## src/inc/adsc_pkg.sv

```systemverilog
// shared constants and types for the converter sequencer
package adsc_pkg;
    // widths
    localparam int RES_W = 10;
    localparam int CH_N  = 12;
    localparam int AW    = 16;
    localparam int DW    = 16;
    localparam int CNT_W = 9;
    // register offsets
    localparam logic [15:0] OFS_RESULT0 = 16'hfee0;
    localparam logic [15:0] OFS_TSS     = 16'hfedc;
    localparam logic [15:0] OFS_CSR     = 16'hfef8;
    localparam logic [15:0] OFS_CR      = 16'hfef9;
    localparam logic [15:0] OFS_XFER    = 16'hfefa;
    localparam logic [15:0] OFS_ISTAT   = 16'hfefc;
    localparam logic [15:0] OFS_IMASK   = 16'hfefd;
    // field positions
    localparam int CSR_END   = 7;
    localparam int CSR_IE    = 6;
    localparam int CSR_MODE  = 4;
    localparam int CSR_CH    = 0;
    localparam int CR_EXT_TRIGGER_ENABLE   = 7;
    localparam int CR_SPEED  = 6;
    localparam int CR_START  = 5;
    localparam int TSS_PIN   = 7;
    localparam int XFER_END  = 0;
    localparam int IRQ_W     = 3;
    localparam int IRQ_END   = 0;
    localparam int IRQ_TRIG  = 1;
    localparam int IRQ_MISS  = 2;
    // reset and fill values
    localparam logic [4:0]       CR_FILL  = 5'h1f;
    localparam logic [7:0]       TSS_RST  = 8'hff;
    localparam logic [RES_W-1:0] CODE_MSB = 10'h200;
    localparam logic [1:0]       GRP_LAST8  = 2'h1;
    localparam logic [1:0]       GRP_LAST12 = 2'h2;
    // timing in states, one state per system clock
    localparam int T_SYNC_SLOW = 10;
    localparam int T_SYNC_FAST = 6;
    localparam int T_SPL_SLOW  = 80;
    localparam int T_SPL_FAST  = 40;
    localparam int T_SCAN_SLOW = 256;
    localparam int T_SCAN_FAST = 128;
    localparam int T_BIT_SLOW  = 16;
    localparam int T_BIT_FAST  = 8;
    localparam int T_FIN_SLOW  = T_SCAN_SLOW - T_SPL_SLOW - RES_W * T_BIT_SLOW;
    localparam int T_FIN_FAST  = T_SCAN_FAST - T_SPL_FAST - RES_W * T_BIT_FAST;
    // scan mode field
    typedef enum logic [1:0] {
        MODE_SINGLE = 2'h0,
        MODE_SCAN4  = 2'h1,
        MODE_SCAN8  = 2'h2,
        MODE_SCAN12 = 2'h3
    } adsc_mode_t;
endpackage

```

## src/inc/adsc_conv_if.sv

```systemverilog
// handshake between sequencer and approximation engine
`timescale 1ns/100ps
interface adsc_conv_if;
    import adsc_pkg::*;
    logic             start;
    logic             with_sync;
    logic             fast;
    logic             abort;
    logic             busy;
    logic             done;
    logic [RES_W-1:0] result;
    modport ctrl (output start, with_sync, fast, abort, input busy, done, result);
    modport eng  (input start, with_sync, fast, abort, output busy, done, result);
endinterface

```

## src/logic/adsc_sar.sv

```systemverilog
// successive approximation engine with sync, sample and bit phases
`timescale 1ns/100ps
module adsc_sar (
    // system
    input  wire logic                   clock,
    input  wire logic                   reset,
    // sequencer
    adsc_conv_if.eng                    conv,
    // analog front end
    output logic                        sample_hold,
    output logic [adsc_pkg::RES_W-1:0]  dac_code,
    input  wire logic                   comparator_high
);
    import adsc_pkg::*;

    typedef enum logic [2:0] {ST_IDLE, ST_SYNC, ST_SAMPLE, ST_APPROX, ST_FINISH} adsc_eng_t;

    adsc_eng_t        state_reg;
    logic [CNT_W-1:0] cnt_reg;
    logic [3:0]       bit_reg;
    logic [RES_W-1:0] code_reg;
    logic [RES_W-1:0] code_next;
    logic             last;

    // length of a phase for the selected speed, minus the given offset
    function automatic logic [CNT_W-1:0] pick(input logic fast, input int slow_v, input int fast_v, input int sub);
        return CNT_W'((fast ? fast_v : slow_v) - sub);
    endfunction

    assign last        = (cnt_reg == '0);
    assign conv.done   = (state_reg == ST_FINISH) && last;
    assign conv.busy   = (state_reg != ST_IDLE);
    assign conv.result = code_reg;
    assign dac_code    = code_reg;
    assign sample_hold = (state_reg == ST_SAMPLE);

    // phase sequencing
    always_ff @(posedge clock) begin
        if (reset || conv.abort) begin
            state_reg <= ST_IDLE;
            cnt_reg   <= '0;
            bit_reg   <= '0;
        end else begin
            case (state_reg)
                ST_IDLE: begin
                    if (conv.start && conv.with_sync) begin
                        state_reg <= ST_SYNC;
                        cnt_reg   <= pick(conv.fast, T_SYNC_SLOW, T_SYNC_FAST, 2);
                    end else if (conv.start) begin
                        state_reg <= ST_SAMPLE;
                        cnt_reg   <= pick(conv.fast, T_SPL_SLOW, T_SPL_FAST, 1);
                    end
                end
                ST_SYNC: begin
                    if (last) begin
                        state_reg <= ST_SAMPLE;
                        cnt_reg   <= pick(conv.fast, T_SPL_SLOW, T_SPL_FAST, 1);
                    end else begin
                        cnt_reg <= cnt_reg - 1'b1;
                    end
                end
                ST_SAMPLE: begin
                    if (last) begin
                        state_reg <= ST_APPROX;
                        cnt_reg   <= pick(conv.fast, T_BIT_SLOW, T_BIT_FAST, 1);
                        bit_reg   <= 4'(RES_W - 1);
                    end else begin
                        cnt_reg <= cnt_reg - 1'b1;
                    end
                end
                ST_APPROX: begin
                    if (last && bit_reg == '0) begin
                        state_reg <= ST_FINISH;
                        cnt_reg   <= pick(conv.fast, T_FIN_SLOW, T_FIN_FAST, 1);
                    end else if (last) begin
                        bit_reg <= bit_reg - 1'b1;
                        cnt_reg <= pick(conv.fast, T_BIT_SLOW, T_BIT_FAST, 1);
                    end else begin
                        cnt_reg <= cnt_reg - 1'b1;
                    end
                end
                ST_FINISH: begin
                    if (last && conv.start) begin
                        state_reg <= ST_SAMPLE;
                        cnt_reg   <= pick(conv.fast, T_SPL_SLOW, T_SPL_FAST, 1);
                    end else if (last) begin
                        state_reg <= ST_IDLE;
                    end else begin
                        cnt_reg <= cnt_reg - 1'b1;
                    end
                end
                default: state_reg <= ST_IDLE;
            endcase
        end
    end

    // keep or drop the trial bit, then try the next one
    always_comb begin
        code_next = code_reg;
        if (!comparator_high) begin
            code_next[bit_reg] = 1'b0;
        end
        if (bit_reg != '0) begin
            code_next[bit_reg - 1'b1] = 1'b1;
        end
    end

    // trial code
    always_ff @(posedge clock) begin
        if (reset) begin
            code_reg <= '0;
        end else if (state_reg == ST_SAMPLE && last) begin
            code_reg <= CODE_MSB;
        end else if (state_reg == ST_APPROX && last) begin
            code_reg <= code_next;
        end
    end
endmodule

```

## src/logic/adsc_trig.sv

```systemverilog
// external pin and timer match start detection
`timescale 1ns/100ps
module adsc_trig (
    // system
    input  wire logic clock,
    input  wire logic reset,
    // sources
    input  wire logic trigger_pin,
    input  wire logic timer_match,
    // control
    input  wire logic ext_enable,
    input  wire logic pin_source,
    input  wire logic start_flag,
    // results
    output logic      fire,
    output logic      missed
);
    logic pin_reg;
    logic pin_prev_reg;
    logic source;

    // pin sample and its previous value, idle high
    always_ff @(posedge clock) begin
        if (reset) begin
            pin_reg      <= 1'b1;
            pin_prev_reg <= 1'b1;
        end else begin
            pin_reg      <= trigger_pin;
            pin_prev_reg <= pin_reg;
        end
    end

    // falling edge, or timer match when the pin is deselected
    assign source = pin_source ? (pin_prev_reg && !pin_reg) : timer_match;
    assign fire   = ext_enable && source && !start_flag;
    assign missed = ext_enable && source && start_flag;
endmodule

```

## src/logic/adsc_top.sv

```systemverilog
// converter sequencer: registers, channel scan, flags and triggers
//
// The address-and-strobe port was decided locally.
`timescale 1ns/100ps
module adsc_top (
    // system
    input  wire logic                      clock,
    input  wire logic                      reset,
    input  wire logic                      standby,
    // register port
    input  wire logic [adsc_pkg::AW-1:0]   reg_addr,
    input  wire logic [adsc_pkg::DW-1:0]   reg_wdata,
    input  wire logic                      reg_write,
    input  wire logic                      reg_read,
    output logic [adsc_pkg::DW-1:0]        reg_rdata,
    // start sources
    input  wire logic                      shared_port_pin,
    input  wire logic                      timer_compare_match,
    output logic                           pin_is_trigger,
    // interrupt and transfer controller
    output logic                           conversion_end_irq,
    output logic                           xfer_req,
    input  wire logic                      xfer_started,
    output logic                           irq,
    // analog front end
    output logic [3:0]                     analog_channel,
    output logic                           sample_hold,
    output logic [adsc_pkg::RES_W-1:0]     dac_code,
    input  wire logic                      comparator_high
);
    import adsc_pkg::*;

    adsc_conv_if conv ();

    // control and status state
    logic             sys_reset;
    logic             end_reg;
    logic             ie_reg;
    adsc_mode_t       mode_reg;
    logic [3:0]       chsel_reg;
    logic             ext_trigger_enable_reg;
    logic             speed_reg;
    logic             start_reg;
    logic [7:0]       tss_reg;
    logic             xfer_en_reg;
    logic [IRQ_W-1:0] istat_reg;
    logic [IRQ_W-1:0] imask_reg;
    logic             armed_reg;
    logic [DW-1:0]    rdata_reg;
    logic [DW-1:0]    rdata_next;
    logic [RES_W-1:0] result_mem [CH_N];

    // sequencer state
    logic             active_reg;
    logic             done_q_reg;
    logic [1:0]       group_reg;
    logic [1:0]       idx_reg;
    logic [3:0]       chan_reg;
    logic [1:0]       group_next;
    logic [1:0]       idx_next;
    logic [1:0]       first_group;
    logic [1:0]       last_group;

    // decode
    logic             wr_csr;
    logic             wr_cr;
    logic             wr_tss;
    logic             wr_xfer;
    logic             wr_istat;
    logic             wr_imask;
    logic             rd_csr;
    logic             scan;
    logic             wrap;
    logic             launch;
    logic             chain;
    logic             fire;
    logic             missed;
    logic [IRQ_W-1:0] events;
    logic [4:0]       slot;

    // result register slot for an address: valid flag and channel
    function automatic logic [4:0] result_slot(input logic [AW-1:0] a);
        logic [AW-1:0] off;
        off = a - OFS_RESULT0;
        return {(off[0] == 1'b0) && (off[AW-1:1] < (AW-1)'(CH_N)), off[4:1]};
    endfunction

    assign sys_reset = reset || standby;

    // register strobes
    assign wr_csr   = reg_write && (reg_addr == OFS_CSR);
    assign wr_cr    = reg_write && (reg_addr == OFS_CR);
    assign wr_tss   = reg_write && (reg_addr == OFS_TSS);
    assign wr_xfer  = reg_write && (reg_addr == OFS_XFER);
    assign wr_istat = reg_write && (reg_addr == OFS_ISTAT);
    assign wr_imask = reg_write && (reg_addr == OFS_IMASK);
    assign rd_csr   = reg_read && (reg_addr == OFS_CSR);

    // start sources
    adsc_trig u_trig (
        .clock       (clock),
        .reset       (sys_reset),
        .trigger_pin (shared_port_pin),
        .timer_match (timer_compare_match),
        .ext_enable  (ext_trigger_enable_reg),
        .pin_source  (tss_reg[TSS_PIN]),
        .start_flag  (start_reg),
        .fire        (fire),
        .missed      (missed)
    );

    // approximation engine
    adsc_sar u_sar (
        .clock           (clock),
        .reset           (sys_reset),
        .conv            (conv.eng),
        .sample_hold     (sample_hold),
        .dac_code        (dac_code),
        .comparator_high (comparator_high)
    );

    // group bounds for the selected mode
    assign scan        = (mode_reg != MODE_SINGLE);
    assign first_group = (mode_reg == MODE_SCAN4) ? chsel_reg[3:2] : '0;
    always_comb begin
        case (mode_reg)
            MODE_SCAN8:  last_group = GRP_LAST8;
            MODE_SCAN12: last_group = GRP_LAST12;
            default:     last_group = chsel_reg[3:2];
        endcase
    end

    // next channel in ascending order
    assign wrap = (idx_reg == chsel_reg[1:0]) && (group_reg == last_group);
    always_comb begin
        idx_next   = idx_reg + 1'b1;
        group_next = group_reg;
        if (idx_reg == chsel_reg[1:0]) begin
            idx_next   = '0;
            group_next = wrap ? first_group : group_reg + 1'b1;
        end
    end

    // engine handshake
    assign launch         = start_reg && !active_reg && !conv.busy;
    assign chain          = conv.done && scan && start_reg;
    assign conv.start     = launch || chain;
    assign conv.with_sync = launch;
    assign conv.fast      = speed_reg;
    assign conv.abort     = active_reg && !start_reg;

    // run tracking
    always_ff @(posedge clock) begin
        if (sys_reset) begin
            active_reg <= 1'b0;
        end else if (!start_reg) begin
            active_reg <= 1'b0;
        end else if (launch) begin
            active_reg <= 1'b1;
        end
    end

    // completion is flagged the cycle after the result lands
    always_ff @(posedge clock) begin
        if (sys_reset) begin
            done_q_reg <= 1'b0;
        end else begin
            done_q_reg <= conv.done && (!scan || wrap);
        end
    end

    // channel position
    always_ff @(posedge clock) begin
        if (sys_reset) begin
            group_reg <= '0;
            idx_reg   <= '0;
            chan_reg  <= '0;
        end else if (launch) begin
            group_reg <= first_group;
            idx_reg   <= '0;
            chan_reg  <= scan ? {first_group, 2'h0} : chsel_reg;
        end else if (chain) begin
            group_reg <= group_next;
            idx_reg   <= idx_next;
            chan_reg  <= {group_next, idx_next};
        end
    end
    assign analog_channel = chan_reg;

    // result registers
    always_ff @(posedge clock) begin
        if (sys_reset) begin
            for (int i = 0; i < CH_N; i++) begin
                result_mem[i] <= '0;
            end
        end else if (conv.done && chan_reg < 4'(CH_N)) begin
            result_mem[chan_reg] <= conv.result;
        end
    end

    // start flag
    always_ff @(posedge clock) begin
        if (sys_reset) begin
            start_reg <= 1'b0;
        end else if (fire) begin
            start_reg <= 1'b1;
        end else if (wr_cr) begin
            start_reg <= reg_wdata[CR_START];
        end else if (done_q_reg && !scan) begin
            start_reg <= 1'b0;
        end
    end

    // converter control fields
    always_ff @(posedge clock) begin
        if (sys_reset) begin
            ext_trigger_enable_reg  <= 1'b0;
            speed_reg <= 1'b0;
        end else if (wr_cr) begin
            ext_trigger_enable_reg  <= reg_wdata[CR_EXT_TRIGGER_ENABLE];
            speed_reg <= reg_wdata[CR_SPEED];
        end
    end
    assign pin_is_trigger = ext_trigger_enable_reg;

    // mode, channel and irq enable fields
    always_ff @(posedge clock) begin
        if (sys_reset) begin
            ie_reg    <= 1'b0;
            mode_reg  <= MODE_SINGLE;
            chsel_reg <= '0;
        end else if (wr_csr) begin
            ie_reg    <= reg_wdata[CSR_IE];
            mode_reg  <= adsc_mode_t'(reg_wdata[CSR_MODE +: 2]);
            chsel_reg <= reg_wdata[CSR_CH +: 4];
        end
    end

    // read of a set flag arms the clearing write
    always_ff @(posedge clock) begin
        if (sys_reset) begin
            armed_reg <= 1'b0;
        end else if (rd_csr && end_reg) begin
            armed_reg <= 1'b1;
        end else if (wr_csr || !end_reg) begin
            armed_reg <= 1'b0;
        end
    end

    // end flag, setting wins over clearing
    always_ff @(posedge clock) begin
        if (sys_reset) begin
            end_reg <= 1'b0;
        end else if (done_q_reg) begin
            end_reg <= 1'b1;
        end else if (xfer_started && xfer_en_reg) begin
            end_reg <= 1'b0;
        end else if (wr_csr && armed_reg && !reg_wdata[CSR_END]) begin
            end_reg <= 1'b0;
        end
    end

    // trigger source and transfer routing
    always_ff @(posedge clock) begin
        if (sys_reset) begin
            tss_reg     <= TSS_RST;
            xfer_en_reg <= 1'b0;
        end else begin
            if (wr_tss) begin
                tss_reg <= reg_wdata[7:0];
            end
            if (wr_xfer) begin
                xfer_en_reg <= reg_wdata[XFER_END];
            end
        end
    end

    // end request goes to cpu or to the transfer unit
    assign conversion_end_irq = end_reg && ie_reg && !xfer_en_reg;
    assign xfer_req           = end_reg && ie_reg && xfer_en_reg;

    // sticky event status, write one to clear, set wins
    always_comb begin
        events           = '0;
        events[IRQ_END]  = done_q_reg;
        events[IRQ_TRIG] = fire;
        events[IRQ_MISS] = missed;
    end
    always_ff @(posedge clock) begin
        if (sys_reset) begin
            istat_reg <= '0;
            imask_reg <= '0;
        end else begin
            istat_reg <= (istat_reg & ~(wr_istat ? reg_wdata[IRQ_W-1:0] : '0)) | events;
            if (wr_imask) begin
                imask_reg <= reg_wdata[IRQ_W-1:0];
            end
        end
    end
    assign irq = |(istat_reg & imask_reg);

    // read data select
    always_comb begin
        rdata_next = '0;
        slot       = result_slot(reg_addr);
        if (slot[4]) begin
            rdata_next = DW'(result_mem[slot[3:0]]);
        end else begin
            case (reg_addr)
                OFS_CSR:   rdata_next = DW'({end_reg, ie_reg, mode_reg, chsel_reg});
                OFS_CR:    rdata_next = DW'({ext_trigger_enable_reg, speed_reg, start_reg, CR_FILL});
                OFS_TSS:   rdata_next = DW'(tss_reg);
                OFS_XFER:  rdata_next = DW'(xfer_en_reg);
                OFS_ISTAT: rdata_next = DW'(istat_reg);
                OFS_IMASK: rdata_next = DW'(imask_reg);
                default:   rdata_next = '0;
            endcase
        end
    end

    // read data stands for one cycle only
    always_ff @(posedge clock) begin
        if (sys_reset) begin
            rdata_reg <= '0;
        end else begin
            rdata_reg <= reg_read ? rdata_next : '0;
        end
    end
    assign reg_rdata = rdata_reg;
endmodule

```

## config.mk

```make
export PLATFORM = sky130hd
export DESIGN_NAME = adsc_top
export DESIGN_NICKNAME = d
export VERILOG_FILES = /design/src/inc/adsc_pkg.sv /design/src/inc/adsc_conv_if.sv /design/src/logic/adsc_sar.sv /design/src/logic/adsc_trig.sv /design/src/logic/adsc_top.sv
export SDC_FILE = /design/constraint.sdc
export NUM_CORES = 1
export LEC_CHECK = 0
export ABC_AREA = 1
export BUFFER_PORTS_ARGS = -buffer_cell sky130_fd_sc_hd__buf_4
export CAP_MARGIN = 20
export CORE_ASPECT_RATIO = 1.75
export CORE_MARGIN = 2
export CORE_UTILIZATION = 45
export CTS_CLUSTER_DIAMETER = 100
export DETAILED_ROUTE_END_ITERATION = 7
export HOLD_SLACK_MARGIN = 0.1
export PLACE_DENSITY_LB_ADDON = 0.3
export RECOVER_POWER = 50
export SETUP_SLACK_MARGIN = 0.5
export SLEW_MARGIN = 10
export SYNTH_ARGS = -nofsm -noshare
export SYNTH_HDL_FRONTEND = slang
export SYNTH_SLANG_ARGS = --single-unit
```

## constraint.sdc

```tcl
create_clock -name clock -period 6.3 [get_ports clock]
set_input_delay 1.26 -clock clock [delete_from_list [all_inputs] [get_ports clock]]
set_output_delay 1.26 -clock clock [all_outputs]
set_load 0.05 [all_outputs]
```

==> flow_summary.json <==
{
  "hpwl_mm": 19.9,
  "hold_path_class": "reg -> reg",
  "avgSynthCellArea_um2": 8.91,
  "grt_usage_pct": 21.9,
  "num_antenna_cells": 0,
  "combPwrFrac_pct": 5.5,
  "clockBufferDepth": 3,
  "dp_cells": 1593,
  "post-route-period-util_pct": 75.9,
  "r2r_start": "u_sar.cnt_reg[0]",
  "period_needed_ns": 4.78,
  "fillCellCount": 2312,
  "synth_edf_count": 160,
  "cts_hold_buf": 0,
  "firstDrtPassIters": 5,
  "cts.clk_slew.worst_paths_ns": 0.07,
  "design_area_mm2": 0.0124,
  "setup_viol": 0,
  "drcViolationCount": 0,
  "num_rows": 75,
  "grt_pass1_wl_mm": 43.5,
  "wirelength_mm": 28.1,
  "clkLatencyLatePin_ns": 0.51,
  "largest_register_ffs": 160,
  "p_int_mw": 2.51,
  "leakagePower_nw": 4.73,
  "dieArea_mm2": 0.0258,
  "synth.top_cell.area_share_pct": 43.6,
  "drtIter0Drc": 486,
  "root_buffer": "clkbuf_16",
  "die_y_um": 211,
  "required_ns": 6.44,
  "worstSetupPathType": "in -> reg",
  "status": "finished with violations",
  "relSlewSlack_pct": -44.1,
  "cts_tree": "built",
  "postRouteAntennaNets": 0,
  "vias": 8794,
  "synth_area_mm2": 0.0110,
  "hold_ws_ns": 0.441,
  "postPlaceCellArea_mm2": 0.0118,
  "maxCapViolations": 1,
  "synth_area_leaders": "edfxtp_1 (44%), dfxtp_1 (14%), nor2_1 (9.1%), nand2_1 (7.0%), o21ai_0 (5.2%)",
  "p_per_area_mw_per_mm2": 259,
  "cts_buffers": 21,
  "cts_setup_buffers": 0,
  "min_from": "u_trig.pin_reg",
  "area_delta_synth_final_pct": 12.4,
  "largest_register": "result_mem",
  "viasPerCell": 5.40,
  "dp_slack_ns": 2.30,
  "gp_congestion": 0.893,
  "skew_ns": 0.0186,
  "die_w_um": 122,
  "post_cts_resized": 0,
  "yosys.cell_types.count": 51,
  "drive_gt1_share_pct": 8.25,
  "yosysSeqAreaShare_pct": 57.2,
  "gr-total-overflow": 0,
  "layout_setup_ws_ns": 1.52,
  "start_util_pct": 45.9,
  "rsz0062_at_grt": "false",
  "core_area_mm2": 0.0240,
  "final_nets": 1356,
  "seq_power_share_pct": 52.9,
  "max_freq_mhz": 209,
  "power.total_mw": 3.21,
  "vdd_drop_max_mv": 0.222,
  "worstPathArrival_ns": 4.92,
  "violations": "max-capacitance violations, max-slew violations",
  "async_flop_share_pct": 0,
  "synthFlopType": "edfxtp_1",
  "postSynthCellCount": 1237,
  "yosys_warnings": 0,
  "fin_util_pct": 51.6,
  "worstMarginPinSlew_ns": 2.16,
  "critical_path_peak_fanout": 42,
  "final_cells": 1630,
  "cp-start-kind": "input port",
  "slew_viol_final": 43,
  "ys_ff_latch": 235,
  "hold_viol_final": 0,
  "yosys.area.top_type": "edfxtp_1",
  "clock-sinks": 235,
  "antenna_found_initial": 0,
  "tns_ns": 0,
  "cts_max_level": 1,
  "ios": 76,
  "switching_share_pct": 21.7,
  "grt_max_degree": 82,
  "startpoint": "standby",
  "grt_pass1_vias": 8653,
  "clkPwrFrac_pct": 41.6,
  "io_buffers": 61,
  "end_kind": "flop",
  "wl_per_cell_um": 17.2,
  "p_sw_mw": 0.699
}
==> final timing paths <==
check,cells after the start,slack (ns),to
min,2,0.44,u_trig.pin_prev_reg
max reg2reg,10,3.13,result_mem[9][0]
min reg2reg,2,0.44,u_trig.pin_prev_reg
max,7,1.52,result_mem[9][0]
==> cells by family after synthesis <==
family	synth area share [%]
buffers and inverters	6.25
adder cells (fa/ha/maj)	0.794
other	0.0340
XOR/XNOR	0.477
AO/OA/AOI/OAI	11.8
flip-flops	57.2
AND/OR/NAND/NOR	22.7
multiplexers	0.726
==> synthesized netlist by cell type (2+ instances only) <==
| cell type | instances |
|---|---|
| dfxtp_1 | 75 |
| o32ai_1 | 3 |
| nand2_2 | 5 |
| a22oi_1 | 2 |
| nor2_4 | 2 |
| o21bai_1 | 2 |
| o21ai_0 | 115 |
| nand3_4 | 2 |
| buf_2 | 19 |
| a21oi_1 | 53 |
| nor3_1 | 13 |
| nor2_1 | 266 |
| buf_4 | 7 |
| mux2i_1 | 8 |
| o22ai_1 | 10 |
| inv_2 | 11 |
| o31ai_1 | 2 |
| inv_1 | 93 |
| nor4_1 | 2 |
| o21ai_1 | 3 |
| nand3_1 | 50 |
| xor2_1 | 5 |
| nor2_2 | 7 |
| a211oi_1 | 2 |
| nor3_4 | 3 |
| o211ai_1 | 13 |
| inv_4 | 2 |
| nand2_1 | 207 |
| nand2_8 | 2 |
| ha_1 | 7 |
| a31oi_1 | 3 |
| o221ai_1 | 14 |
| nand4_1 | 18 |
| clkbuf_1 | 35 |
| edfxtp_1 | 160 |
==> power by group through the flow <==
| stage | sequential, mW | combinational [mW] | clock, mW |
|---|---|---|---|
| 2_1_floorplan | 1.73 | 0.113 | 0 |
| 3_3_place_gp | 1.73 | 0.172 | 0 |
| 3_5_place_dp | 1.73 | 0.175 | 0 |
| 4_1_cts | 1.70 | 0.175 | 1.35 |
| 5_1_grt | 1.70 | 0.192 | 1.41 |
| 6_report | 1.70 | 0.177 | 1.34 |
==> area by class of cell <==
cell class                 count  area (µm²)  share of cell area (%)
sequential                   235        6310                    50.9
clock inverter                14         174                    1.40
tap                          308         385                    3.11
inverter                     107         407                    3.28
timing repair buffer          65         390                    3.15
multi-input combinational    878        4200                    33.9
clock buffer                  23         533                    4.30
==> metal layers <==
metal,global-route usage (%),vias up,wire [µm]
li1,-,4275,-
met1,23.0,4141,9870
met2,41.4,290,15200
met3,2.29,88,1420
met4,12.3,0,1600
met5,0,-,0
==> placed cells by master (no fill, tap or decap), types with 12 or more instances in the layout <==
cell	count
a21oi_1	53
o221ai_1	14
clkbuf_1	28
inv_1	92
clkbuf_16	21
nand4_1	18
dfxtp_1	75
conb_1	46
inv_2	12
o211ai_1	13
o21ai_0	116
nor3_1	13
edfxtp_1	160
nor2_1	267
buf_4	38
nand3_1	50
nand2_1	208
==> critical path, cell delays in order <==
cell      delay [ns]
clkbuf_4        0.11
nor2_1          0.10
clkbuf_1        1.55
nand2_1         0.59
nor2_1          0.46
nand2_1         0.36
nand2_1         0.48
Note: power is estimated with default switching activity, not from simulation.
